==> src/rtl/fdcp_defines.svh <==
// constants for the flash driver control-pin logic
`ifndef FDCP_DEFINES_SVH
`define FDCP_DEFINES_SVH
// serial target address, seven bits (write byte 0x60, read byte 0x61)
`define FDCP_TARGET_ADDR   7'h30
`define FDCP_RW_READ       1'b1
// bit counter figures for one serial byte
`define FDCP_BITS_PER_BYTE 4'h8
`define FDCP_CNT_ZERO      4'h0
`define FDCP_CNT_ONE       4'h1
// written command byte: bit 0 requests assist light
`define FDCP_CMD_ASSIST    0
// read status byte layout
`define FDCP_STAT_OVP      0
`define FDCP_STAT_TWO_LED  1
`define FDCP_BYTE_ZERO     8'h00
`define FDCP_SYNC_STAGES   2
`endif

==> src/rtl/fdcp_pkg.sv <==
// types shared by the flash driver control-pin logic
package fdcp_pkg;
   // raw control pins and comparator levels, in synchroniser order
   typedef struct packed {
      logic if_select;
      logic clock_or_first_enable;
      logic data_or_second_enable;
      logic torch;
      logic tx_mask;
      logic strobe;
      logic ovp_comp;
      logic led_two;
   } fdcp_pins_s;

   typedef enum logic [2:0] {
      FDCP_MODE_OFF      = 3'b000,
      FDCP_MODE_TORCH    = 3'b001,
      FDCP_MODE_ASSIST   = 3'b010,
      FDCP_MODE_RESERVED = 3'b011,
      FDCP_MODE_FLASH    = 3'b100
   } fdcp_mode_e;

   typedef enum logic [1:0] {
      FDCP_CUR_OFF  = 2'b00,
      FDCP_CUR_LOW  = 2'b01,
      FDCP_CUR_HIGH = 2'b10
   } fdcp_cur_e;

   typedef enum logic [2:0] {
      FDCP_SER_IDLE  = 3'b000,
      FDCP_SER_ADDR  = 3'b001,
      FDCP_SER_ACK_A = 3'b010,
      FDCP_SER_WR    = 3'b011,
      FDCP_SER_ACK_W = 3'b100,
      FDCP_SER_RD    = 3'b101,
      FDCP_SER_RACK  = 3'b110
   } fdcp_ser_e;

   // led drive request towards the analog current source
   typedef struct packed {
      fdcp_mode_e mode;
      fdcp_cur_e  current;
      logic       enable;
   } fdcp_drive_s;
endpackage

==> src/rtl/fdcp_sync.sv <==
// two-stage synchroniser for a bundle of asynchronous levels
`timescale 1ns/100ps
`default_nettype none
module fdcp_sync #(
   parameter int WIDTH = 8
) (
   input  wire logic             clk,
   input  wire logic             sys_rst,
   input  wire logic [WIDTH-1:0] async_in,
   output logic      [WIDTH-1:0] sync_out
);
   if (WIDTH < 1) begin : g_bad_width
      $error("fdcp_sync: WIDTH must be at least one");
   end

   logic [WIDTH-1:0] meta_reg;
   logic [WIDTH-1:0] stable_reg;

   // ----------------------------------------------------------------
   // two flops; the first is seen by the second only
   // ----------------------------------------------------------------
   always_ff @(posedge clk) begin
      if (sys_rst) begin
         meta_reg   <= '0;
         stable_reg <= '0;
      end else begin
         meta_reg   <= async_in;
         stable_reg <= meta_reg;
      end
   end

   assign sync_out = stable_reg;
endmodule
`default_nettype wire

==> src/rtl/fdcp_top.sv <==
// control-pin logic of a dual led flash driver
//
// Notes on behaviour
// RL1: torch only when neither flash nor assist
// RL2: transmit mask drops flash to low current
// RL3: serial mode: strobe pin is camera input
// RL4: two-bit mode: strobe drives led count
// RL5: select low two-bit, high serial interface
// RL6: two-bit mode, both enables low: shutdown (torch pin high still gives torch)
// RL7: data pin: second enable or serial data
// RL8: clock pin: first enable or serial clock
// RL9: overvoltage comparator latches fault, led off
// RL10: enable bits pick shutdown, assist, reserved, flash
// RL11: answer serial address 0x60 write, 0x61 read
// RL12: masked flash stays flash, current restored after
// RL13: all control pins pass two flip-flops
`timescale 1ns/100ps
`default_nettype none
`include "fdcp_defines.svh"
module fdcp_top (
   input  wire logic                clk,
   input  wire logic                sys_rst,
   input  wire fdcp_pkg::fdcp_pins_s pins_in,
   output logic                     data_or_second_enable_out,
   output logic                     data_or_second_enable_oe,
   output logic                     strobe_out,
   output logic                     strobe_oe,
   output fdcp_pkg::fdcp_drive_s    led_anode_drive,
   output logic                     ovp_fault,
   output logic [7:0]               rx_byte,
   output logic                     rx_valid
);
   fdcp_pkg::fdcp_pins_s pins;

   // ----------------------------------------------------------------
   // synchronisers
   // ----------------------------------------------------------------
   fdcp_sync #(
      .WIDTH ($bits(fdcp_pkg::fdcp_pins_s))
   ) u_sync (
      .clk      (clk),
      .sys_rst  (sys_rst),
      .async_in (pins_in),
      .sync_out (pins)
   ); // RL13

   logic serial_mode;
   logic first_enable_bit;
   logic second_enable_bit;
   assign serial_mode       = pins.if_select; // RL5
   assign first_enable_bit  = pins.clock_or_first_enable; // RL8
   assign second_enable_bit = pins.data_or_second_enable; // RL7

   // ----------------------------------------------------------------
   // serial clock and data edges
   // ----------------------------------------------------------------
   logic scl_prev_reg;
   logic sda_prev_reg;
   logic scl_rise;
   logic scl_fall;
   logic start_cond;
   logic stop_cond;

   // edges taken from the second flop and its delayed copy only
   always_ff @(posedge clk) begin
      if (sys_rst) begin
         scl_prev_reg <= 1'b1;
         sda_prev_reg <= 1'b1;
      end else begin
         scl_prev_reg <= pins.clock_or_first_enable;
         sda_prev_reg <= pins.data_or_second_enable;
      end
   end

   assign scl_rise   = serial_mode & ~scl_prev_reg
                       & pins.clock_or_first_enable; // RL8
   assign scl_fall   = serial_mode & scl_prev_reg
                       & ~pins.clock_or_first_enable;
   assign start_cond = serial_mode & scl_prev_reg
                       & pins.clock_or_first_enable
                       & sda_prev_reg & ~pins.data_or_second_enable;
   assign stop_cond  = serial_mode & scl_prev_reg
                       & pins.clock_or_first_enable
                       & ~sda_prev_reg & pins.data_or_second_enable;

   // ----------------------------------------------------------------
   // serial target state machine
   // ----------------------------------------------------------------
   fdcp_pkg::fdcp_ser_e ser_reg;
   fdcp_pkg::fdcp_ser_e ser_next;
   logic [7:0] shift_reg;
   logic [7:0] shift_next;
   logic [7:0] tx_reg;
   logic [7:0] tx_next;
   logic [3:0] cnt_reg;
   logic [3:0] cnt_next;
   logic       drive_low_reg;
   logic       drive_low_next;
   logic       nack_reg;
   logic       nack_next;
   logic       assist_req_reg;
   logic       assist_req_next;
   logic [7:0] rx_byte_reg;
   logic [7:0] rx_byte_next;
   logic       rx_valid_reg;
   logic       rx_valid_next;
   logic [7:0] status_byte;

   // status returned on reads: fault and led count
   always_comb begin
      status_byte                     = `FDCP_BYTE_ZERO;
      status_byte[`FDCP_STAT_OVP]     = ovp_fault;
      status_byte[`FDCP_STAT_TWO_LED] = pins.led_two;
   end

   // next state of the serial target; bits sampled on rising clock,
   // data line changed only after the falling clock edge
   always_comb begin
      ser_next        = ser_reg;
      shift_next      = shift_reg;
      tx_next         = tx_reg;
      cnt_next        = cnt_reg;
      drive_low_next  = drive_low_reg;
      nack_next       = nack_reg;
      assist_req_next = assist_req_reg;
      rx_byte_next    = rx_byte_reg;
      rx_valid_next   = 1'b0;
      if (!serial_mode || stop_cond) begin
         ser_next       = fdcp_pkg::FDCP_SER_IDLE;
         drive_low_next = 1'b0;
      end else if (start_cond) begin
         ser_next       = fdcp_pkg::FDCP_SER_ADDR;
         cnt_next       = `FDCP_CNT_ZERO;
         drive_low_next = 1'b0;
      end else begin
         unique case (ser_reg)
            fdcp_pkg::FDCP_SER_IDLE: begin
               drive_low_next = 1'b0;
            end
            fdcp_pkg::FDCP_SER_ADDR,
            fdcp_pkg::FDCP_SER_WR: begin
               if (scl_rise) begin
                  shift_next = {shift_reg[6:0],
                                pins.data_or_second_enable};
                  cnt_next   = cnt_reg + `FDCP_CNT_ONE;
               end else if (scl_fall && cnt_reg == `FDCP_BITS_PER_BYTE) begin
                  cnt_next = `FDCP_CNT_ZERO;
                  if (ser_reg == fdcp_pkg::FDCP_SER_WR) begin
                     drive_low_next  = 1'b1;
                     ser_next        = fdcp_pkg::FDCP_SER_ACK_W;
                     rx_byte_next    = shift_reg;
                     rx_valid_next   = 1'b1;
                     assist_req_next = shift_reg[`FDCP_CMD_ASSIST];
                  end else if (shift_reg[7:1] == `FDCP_TARGET_ADDR) begin
                     drive_low_next = 1'b1; // RL11
                     ser_next       = fdcp_pkg::FDCP_SER_ACK_A;
                  end else begin
                     ser_next = fdcp_pkg::FDCP_SER_IDLE;
                  end
               end
            end
            fdcp_pkg::FDCP_SER_ACK_A: begin
               if (scl_fall) begin
                  cnt_next = `FDCP_CNT_ZERO;
                  if (shift_reg[0] == `FDCP_RW_READ) begin
                     ser_next       = fdcp_pkg::FDCP_SER_RD; // RL11
                     tx_next        = status_byte;
                     drive_low_next = ~status_byte[7];
                  end else begin
                     ser_next       = fdcp_pkg::FDCP_SER_WR;
                     drive_low_next = 1'b0;
                  end
               end
            end
            fdcp_pkg::FDCP_SER_ACK_W: begin
               if (scl_fall) begin
                  ser_next       = fdcp_pkg::FDCP_SER_WR;
                  drive_low_next = 1'b0;
               end
            end
            fdcp_pkg::FDCP_SER_RD: begin
               if (scl_rise) begin
                  cnt_next = cnt_reg + `FDCP_CNT_ONE;
               end else if (scl_fall) begin
                  if (cnt_reg == `FDCP_BITS_PER_BYTE) begin
                     ser_next       = fdcp_pkg::FDCP_SER_RACK;
                     drive_low_next = 1'b0;
                  end else begin
                     tx_next        = {tx_reg[6:0], 1'b0};
                     drive_low_next = ~tx_reg[6];
                  end
               end
            end
            fdcp_pkg::FDCP_SER_RACK: begin
               if (scl_rise) begin
                  nack_next = pins.data_or_second_enable;
               end else if (scl_fall) begin
                  cnt_next = `FDCP_CNT_ZERO;
                  if (nack_reg) begin
                     ser_next = fdcp_pkg::FDCP_SER_IDLE;
                  end else begin
                     ser_next       = fdcp_pkg::FDCP_SER_RD;
                     tx_next        = status_byte;
                     drive_low_next = ~status_byte[7];
                  end
               end
            end
            default: begin
               ser_next       = fdcp_pkg::FDCP_SER_IDLE;
               drive_low_next = 1'b0;
            end
         endcase
      end
   end

   // register the serial target state
   always_ff @(posedge clk) begin
      if (sys_rst) begin
         ser_reg        <= fdcp_pkg::FDCP_SER_IDLE;
         shift_reg      <= `FDCP_BYTE_ZERO;
         tx_reg         <= `FDCP_BYTE_ZERO;
         cnt_reg        <= `FDCP_CNT_ZERO;
         drive_low_reg  <= 1'b0;
         nack_reg       <= 1'b0;
         assist_req_reg <= 1'b0;
         rx_byte_reg    <= `FDCP_BYTE_ZERO;
         rx_valid_reg   <= 1'b0;
      end else begin
         ser_reg        <= ser_next;
         shift_reg      <= shift_next;
         tx_reg         <= tx_next;
         cnt_reg        <= cnt_next;
         drive_low_reg  <= drive_low_next;
         nack_reg       <= nack_next;
         assist_req_reg <= assist_req_next;
         rx_byte_reg    <= rx_byte_next;
         rx_valid_reg   <= rx_valid_next;
      end
   end

   // open-drain data line: only ever pulled low
   assign data_or_second_enable_out = 1'b0;
   assign data_or_second_enable_oe  = drive_low_reg & serial_mode; // RL7
   assign rx_byte                   = rx_byte_reg;
   assign rx_valid                  = rx_valid_reg;

   // ----------------------------------------------------------------
   // mode selection, current level and overvoltage fault
   // ----------------------------------------------------------------
   fdcp_pkg::fdcp_mode_e mode_sel;
   fdcp_pkg::fdcp_drive_s drive_reg;
   fdcp_pkg::fdcp_drive_s drive_next;
   logic ovp_reg;
   logic ovp_next;
   logic strobe_out_reg;
   logic strobe_out_next;
   logic strobe_oe_reg;
   logic strobe_oe_next;

   // flash and assist win over torch in both interface modes
   always_comb begin
      mode_sel = fdcp_pkg::FDCP_MODE_OFF;
      if (!serial_mode) begin
         unique case ({first_enable_bit, second_enable_bit}) // RL10
            2'b00: mode_sel = pins.torch ? fdcp_pkg::FDCP_MODE_TORCH
                                         : fdcp_pkg::FDCP_MODE_OFF; // RL6
            2'b01: mode_sel = fdcp_pkg::FDCP_MODE_ASSIST;
            2'b10: mode_sel = fdcp_pkg::FDCP_MODE_RESERVED;
            2'b11: mode_sel = fdcp_pkg::FDCP_MODE_FLASH;
         endcase
      end else if (pins.strobe) begin
         mode_sel = fdcp_pkg::FDCP_MODE_FLASH; // RL3
      end else if (assist_req_reg) begin
         mode_sel = fdcp_pkg::FDCP_MODE_ASSIST;
      end else if (pins.torch) begin
         mode_sel = fdcp_pkg::FDCP_MODE_TORCH; // RL1
      end
   end

   // fault latches while lit; cleared only by going to off, and a
   // new trip in the same cycle keeps it set
   always_comb begin
      ovp_next = ovp_reg;
      if (mode_sel == fdcp_pkg::FDCP_MODE_OFF) begin
         ovp_next = 1'b0;
      end
      if (pins.ovp_comp && drive_reg.enable) begin
         ovp_next = 1'b1; // RL9
      end
      drive_next.mode    = mode_sel;
      drive_next.current = fdcp_pkg::FDCP_CUR_OFF;
      unique case (mode_sel)
         fdcp_pkg::FDCP_MODE_FLASH:
            drive_next.current = pins.tx_mask ? fdcp_pkg::FDCP_CUR_LOW
                                              : fdcp_pkg::FDCP_CUR_HIGH; // RL2 RL12
         fdcp_pkg::FDCP_MODE_TORCH,
         fdcp_pkg::FDCP_MODE_ASSIST:
            drive_next.current = fdcp_pkg::FDCP_CUR_LOW;
         fdcp_pkg::FDCP_MODE_OFF,
         fdcp_pkg::FDCP_MODE_RESERVED:
            drive_next.current = fdcp_pkg::FDCP_CUR_OFF;
         default:
            drive_next.current = fdcp_pkg::FDCP_CUR_OFF;
      endcase
      if (ovp_next) begin
         drive_next.current = fdcp_pkg::FDCP_CUR_OFF; // RL9
      end
      drive_next.enable = (drive_next.current != fdcp_pkg::FDCP_CUR_OFF);
      strobe_oe_next    = ~serial_mode; // RL3 RL4
      strobe_out_next   = ~serial_mode & pins.led_two; // RL4
   end

   // register the drive outputs
   always_ff @(posedge clk) begin
      if (sys_rst) begin
         drive_reg      <= '{fdcp_pkg::FDCP_MODE_OFF,
                             fdcp_pkg::FDCP_CUR_OFF, 1'b0};
         ovp_reg        <= 1'b0;
         strobe_out_reg <= 1'b0;
         strobe_oe_reg  <= 1'b0;
      end else begin
         drive_reg      <= drive_next;
         ovp_reg        <= ovp_next;
         strobe_out_reg <= strobe_out_next;
         strobe_oe_reg  <= strobe_oe_next;
      end
   end

   assign led_anode_drive = drive_reg;
   assign ovp_fault       = ovp_reg;
   assign strobe_out      = strobe_out_reg;
   assign strobe_oe       = strobe_oe_reg;
endmodule
`default_nettype wire

==> config.mk <==
export PLATFORM = sky130hd
export DESIGN_NAME = fdcp_top
export DESIGN_NICKNAME = d
export VERILOG_FILES = /design/src/rtl/fdcp_pkg.sv /design/src/rtl/fdcp_sync.sv /design/src/rtl/fdcp_top.sv
export VERILOG_INCLUDE_DIRS = /design/src /design/src/rtl
export SDC_FILE = /design/constraint.sdc
export NUM_CORES = 1
export LEC_CHECK = 0
export ABC_AREA = 1
export BUFFER_PORTS_ARGS = -buffer_cell sky130_fd_sc_hd__clkbuf_2
export CAP_MARGIN = 20
export CORE_AREA = 5 5 69 83
export DETAILED_ROUTE_END_ITERATION = 6
export DIE_AREA = 0 0 74 88
export PLACE_DENSITY_LB_ADDON = 0.12
export SLEW_MARGIN = 20
export SYNTH_ARGS = -nofsm -noshare
export SYNTH_HDL_FRONTEND = slang
export SYNTH_SLANG_ARGS = --single-unit
export TNS_END_PERCENT = 30
==> constraint.sdc <==
create_clock -name clk -period 2 [get_ports clk]
set_clock_uncertainty 0.05 [all_clocks]
set_input_delay 0.5 -clock clk [delete_from_list [all_inputs] [get_ports clk]]
set_output_delay 0.5 -clock clk [all_outputs]
set_load 0.03 [all_outputs]
==> impl_metrics.json, run 1 <==
{
  "post-route-util_pct": 64.8,
  "hold_viol_final": 0,
  "drt-total-wl_um": 5600,
  "use_met3_pct": 3.44,
  "clock-sinks": 60,
  "numPortBuffers": 28,
  "gp_congestion": 0.905,
  "nets": 446,
  "slew_violations": 0,
  "grt_max_degree": 25,
  "rrSetupSlack_ps": 270,
  "leakagePower_nw": 1.51,
  "seqCellArea_sq_um": 1200,
  "ys_warn_count": 0,
  "clock-root-buffer": "clkbuf_8",
  "grt_antenna_before_repair": 0,
  "use_met2_pct": 32.6,
  "io_pins": 30,
  "worstPathMaxFanout": 6,
  "fill_cells": 472,
  "ant_nets": 0,
  "worstPathRequired_ps": 1450,
  "status": "finished, final reports clean",
  "r2r-start": "cnt_reg[0]",
  "multi_input_area_sq_um": 1200,
  "endpoint": "data_or_second_enable_oe",
  "synth.distinct_cells": 25,
  "hold_slack_ps": 305,
  "vias_per_cell": 4.90,
  "cp_slowest_cell": "dfxtp_1",
  "layout-drive-gt1-share_pct": 17.0,
  "overflow": 0,
  "r2r_end": "tx_reg[4]",
  "max_stage_delay_ps": 410,
  "wl_per_cell_um": 11.3,
  "powerDensity_nw_per_um2": 806,
  "drtPass1Iterations": 4,
  "ir_drop_mv": 0.536,
  "seq_area_frac_synth_pct": 44.3,
  "area_growth_pct": 16.3,
  "period_share_pct": 89.7,
  "setup_viol": 0,
  "crit_chain": "buf_4 > nand2_1 > inv_1 > clkbuf_2",
  "dp_hpwl_um": 4110,
  "die_x_um": 74,
  "critPathKind": "flop to output pin",
  "h-tree-depth": 3,
  "antenna_cells": 0,
  "met1_usage_pct": 22.7,
  "cp-start-kind": "flop",
  "cts.reportedPaths.clkPinSlew_ps": 70,
  "cp_top_family": "buffers and inverters",
  "hold_class": "input pin to flop",
  "syn_nets": 409,
  "dieArea_sq_um": 6510,
  "synth_seq_cells": 60,
  "syn_avg_cell_area_sq_um": 6.88,
  "final_area_sq_um": 3150,
  "placed_area_sq_um": 2930,
  "rsz0062_at_grt": "no",
  "crit_buf_inv": 3,
  "ctsHoldBuffers": 0,
  "grt_pass1_wl_um": 9760,
  "maxCapViolations": 0,
  "dieHeight_um": 88,
  "post-route-min-period_ps": 1790,
  "setup_tns_ps": 0,
  "synth_area_sq_um": 2710,
  "endpoint_kind": "output pin",
  "cts.path.max_buffers": 2,
  "cts-resized-gates": 0,
  "track_usage_pct": 19.2,
  "num_rows": 28,
  "clock.fmax_mhz": 558,
  "crit_arrival_ps": 1240,
  "vias": 2431,
  "grt_pass1_vias": 2272,
  "r2r_cells": 12,
  "cts_tree": "done",
  "postCtsSetupBuffers": 0,
  "first_iter_violations": 207,
  "cts_buffers": 9,
  "drc": 0,
  "cp_num_cells": 4,
  "start_util_pct": 55.7,
  "worstSkewPairLatency_ps": 330,
  "busiest_layer": "met2",
  "cp-startpoint": "u_sync.sync_out[7]",
  "coreArea_sq_um": 4870,
  "syn_inst": 394
}
metrics by stage:
step	power, mW	setup slack (ps)	std cells
after floorplan	1.36	449	394
after global placement	1.40	262	480
after detailed placement	1.40	247	480
after CTS	2.57	194	496
after global routing	2.65	65.7	496
final	2.54	207	496
cell type report:
class | instances | share of cell area (%)
Clock inverter | 3 | 1.35
Inverter | 59 | 7.02
Tap cell | 60 | 2.38
Sequential cell | 60 | 38.1
Multi-Input combinational cell | 260 | 38.0
Timing Repair Buffer | 41 | 7.54
Clock buffer | 13 | 5.67
worst min path at each step:
stage,startpoint,to,slack [ps],cells after the start
floorplan,u_sync.meta_reg[0],u_sync.sync_out[0],340,2
global placement,u_sync.meta_reg[2],u_sync.sync_out[2],340,2
detailed placement,u_sync.meta_reg[6],u_sync.sync_out[6],340,2
CTS,pins_in[3],u_sync.meta_reg[3],300,3
global route,pins_in[5],u_sync.meta_reg[5],300,3
finish,pins_in[3],u_sync.meta_reg[3],300,3
placed cells by master (no fill, tap or decap):
cell type,count
a21oi_1,32
a31oi_1,1
buf_4,13
bufinv_16,1
clkbuf_2,28
clkbuf_8,13
clkinv_2,1
clkinvlp_4,1
conb_1,1
dfxtp_1,60
ha_1,5
inv_1,53
inv_2,6
nand2_1,72
nand2_2,4
nand3_1,32
nand3_4,1
nand3b_1,1
nand4_1,3
nor2_1,71
nor2_2,4
nor3_1,4
o21ai_0,25
o21ai_1,1
o21ai_2,1
or2_2,1
xnor2_1,1
routing by layer:
layer / wire length [um] / part of all wire [%]
met5: 0 / 0
met4: 110 / 2.0
met3: 159 / 2.8
met2: 2790 / 50
met1: 2540 / 45
tightest hold or removal path: cells and delay by family:
family / cells / cell delay [ps]
buffers and inverters: 2 / 120
AND/OR/NAND/NOR: 1 / 30
cells in the mapped netlist:
cell	count	share of area [%]
buf_2	4	0.74
clkbuf_1	5	0.69
ha_1	5	2.3
inv_2	6	0.83
conb_1	1	0.14
nand2_2	3	0.69
dfxtp_1	60	44
nand3b_1	1	0.28
buf_6	3	1.2
o21ai_1	1	0.18
nor2_2	4	0.92
or2_2	1	0.23
o21ai_0	25	4.6
xnor2_1	1	0.32
nand2_1	73	10
nor3_1	4	0.74
a31oi_1	1	0.23
a21oi_1	32	5.9
inv_1	53	7.3
nor2_1	71	9.8
nand4_1	3	0.69
nand3_1	32	5.9
buf_4	3	0.83
o21ai_2	1	0.32
nand3_4	1	0.65
cells by family after synthesis:
| kind of cell | count (synthesis) | synth area share, % |
|---|---|---|
| simple gates | 193 | 30.0 |
| buf+inv | 74 | 11.7 |
| compound gates | 60 | 11.3 |
| flops | 60 | 44.3 |
| fa+ha+maj | 5 | 2.31 |
| xor+xnor | 1 | 0.323 |
| other cells | 1 | 0.138 |
report_power, final:
| group | internal (mW) | switching, mW |
|---|---|---|
| Combinational | 0.0447 | 0.0904 |
| Clock | 0.710 | 0.462 |
| Sequential | 1.22 | 0.0126 |
Note: power is estimated with default switching activity, not from simulation.
==> inputs of run 2 (changes only) <==
--- a/config.mk
+++ b/config.mk
@@ -9,9 +9,9 @@
 export ABC_AREA = 1
 export BUFFER_PORTS_ARGS = -buffer_cell sky130_fd_sc_hd__clkbuf_2
 export CAP_MARGIN = 20
-export CORE_AREA = 5 5 69 83
+export CORE_AREA = 5 5 103 57
 export DETAILED_ROUTE_END_ITERATION = 6
-export DIE_AREA = 0 0 74 88
+export DIE_AREA = 0 0 108 62
 export PLACE_DENSITY_LB_ADDON = 0.12
 export SLEW_MARGIN = 20
 export SYNTH_ARGS = -nofsm -noshare
==> constraint.sdc (replaced) <==
create_clock -name clk -period 2 [get_ports clk]
set_clock_uncertainty 0.05 [all_clocks]
set_input_delay 0.2 -clock clk [delete_from_list [all_inputs] [get_ports clk]]
set_output_delay 0.2 -clock clk [all_outputs]
set_load 0.03 [all_outputs]
==> run 2 against run 1 <==
Cell count increased by 3.2%. Total power increased by 2.7%. Worst setup slack got worse by 32 ps. Maximum frequency decreased by 1.8%. Clock power increased by 5%. Global-route usage increased by 2.2 points. First-iteration DRC count decreased by 21%. Critical path type is now flop to flop. Largest power group unchanged. Highest routed layer unchanged.
==> impl_metrics.json, run 2 (synthesis results as in run 1) <==
{
  "area_growth_pct": 19.2,
  "r2r_end": "cnt_reg[2]",
  "rrSetupSlack_ps": 170,
  "vias_per_cell": 5.01,
  "final_common_cell": "nand2_1",
  "cts.reportedPaths.clkPinSlew_ps": 70,
  "h-tree-depth": 3,
  "hold_class": "input pin to flop",
  "die_x_um": 108,
  "r2r_cells": 9,
  "cp_common_cell": "nor2_1",
  "placed_area_sq_um": 2940,
  "crit_arrival_ps": 2000,
  "seqCellArea_sq_um": 1200,
  "overflow": 0,
  "leakagePower_nw": 1.53,
  "cts_tree": "done",
  "layout-drive-gt1-share_pct": 16.5,
  "rsz0062_at_grt": "no",
  "clock-root-buffer": "clkbuf_8",
  "maxCapViolations": 0,
  "ant_nets": 0,
  "drtPass1Iterations": 5,
  "cp-startpoint": "u_sync.sync_out[6]",
  "worstSkewPairLatency_ps": 340,
  "drt-total-wl_um": 6200,
  "dieArea_sq_um": 6700,
  "grt_antenna_before_repair": 0,
  "grt_pass1_vias": 2424,
  "hold_viol_final": 0,
  "power_mw": 2.61,
  "slew_violations": 0,
  "dieHeight_um": 62,
  "endpoint_kind": "flop",
  "stdcell_count": 512,
  "powerDensity_nw_per_um2": 808,
  "setup_ws_ps": 174,
  "drc": 0,
  "cp-start-kind": "flop",
  "hold_start": "pins_in[7]",
  "grt_pass1_wl_um": 10900,
  "antenna_cells": 0,
  "dp_hpwl_um": 4390,
  "num_rows": 18,
  "hold_slack_ps": 8.36,
  "placed_cells_incl_taps": 489,
  "grt_max_degree": 25,
  "vias": 2566,
  "post-route-util_pct": 67.7,
  "clock.fmax_mhz": 548,
  "layout_common_cells": "nand2_1 (72), nor2_1 (71), dfxtp_1 (60), inv_1 (53)",
  "clock-sinks": 60,
  "setup_tns_ps": 0,
  "setup_viol": 0,
  "whs_path_depth": 3,
  "critPathKind": "flop to flop",
  "coreArea_sq_um": 4770,
  "cts.path.max_buffers": 2,
  "worstPathRequired_ps": 2180,
  "gp_congestion": 0.979,
  "max_stage_delay_ps": 420,
  "track_usage_pct": 21.4,
  "ir_drop_mv": 0.484,
  "post-route-min-period_ps": 1830,
  "holdPathEnd": "u_sync.meta_reg[7]",
  "preCtsSetupSlack_ps": 238,
  "first_iter_violations": 163,
  "multi_input_area_sq_um": 1200,
  "fill_cells": 436,
  "final_area_sq_um": 3230,
  "worstPathMaxFanout": 11,
  "crit_chain": "inv_1 > nor2_1 > nand2_1 > inv_2 > nor2_1 > nand2_1 > nand2_2 > o21ai_0 > nor2_1",
  "status": "finished, final reports clean",
  "cp_slowest_cell": "dfxtp_1",
  "wl_per_cell_um": 12.1,
  "period_share_pct": 91.3,
  "r2r-start": "u_sync.sync_out[6]",
  "io_pins": 30,
  "nets": 452,
  "cts_buffers": 9,
  "numPortBuffers": 28,
  "start_util_pct": 56.8
}
==> run 2: per-layer routing <==
metal,vias up,routed length (um),global-route usage [%]
li1,1315,-,-
met1,1150,3120,28.0
met2,90,2400,32.3
met3,11,574,8.67
met4,0,107,8.09
met5,-,0,0
==> run 2: timing repair <==
item / 4_1_cts / 5_1_grt
setup buffers: 0 / 0
setup endpoints to repair: 0 / 5
hold buffers: 7 / 0
gates resized for setup: 0 / 1
endpoints found under the hold margin: 7 / 0
==> run 2: final cells by class <==
cell class                      count  share of cell area (%)
Clock buffer                       10                    4.26
Clock inverter                      6                    2.71
Inverter                           59                    6.85
Multi-Input combinational cell    260                    37.0
Sequential cell                    60                    37.2
Tap cell                           70                    2.71
Timing Repair Buffer               47                    9.29
==> run 2: worst max-delay path by stage <==
stage / endpoint / slack, ps / cells after the start
floorplan: tx_reg[0] / 450 / 10
global placement: cnt_reg[1] / 270 / 13
detailed placement: cnt_reg[2] / 240 / 9
CTS: cnt_reg[2] / 220 / 9
global route: cnt_reg[2] / 7 / 12
finish: cnt_reg[2] / 170 / 9
==> run 2: power breakdown <==
part / internal [mW] / leakage, nW / total, mW / switching, mW
Combinational: 0.0522 / 0.936 / 0.149 / 0.0966
Clock: 0.732 / 0.105 / 1.23 / 0.494
Sequential: 1.22 / 0.489 / 1.24 / 0.0138
Total: 2.01 / 1.53 / 2.61 / 0.604
==> run 2: critical path: cells and delay by family (launching register included) <==
family          cells  cell delay, ps
buf+inv             2             290
simple gates        6             770
flops               1             420
compound gates      1             180
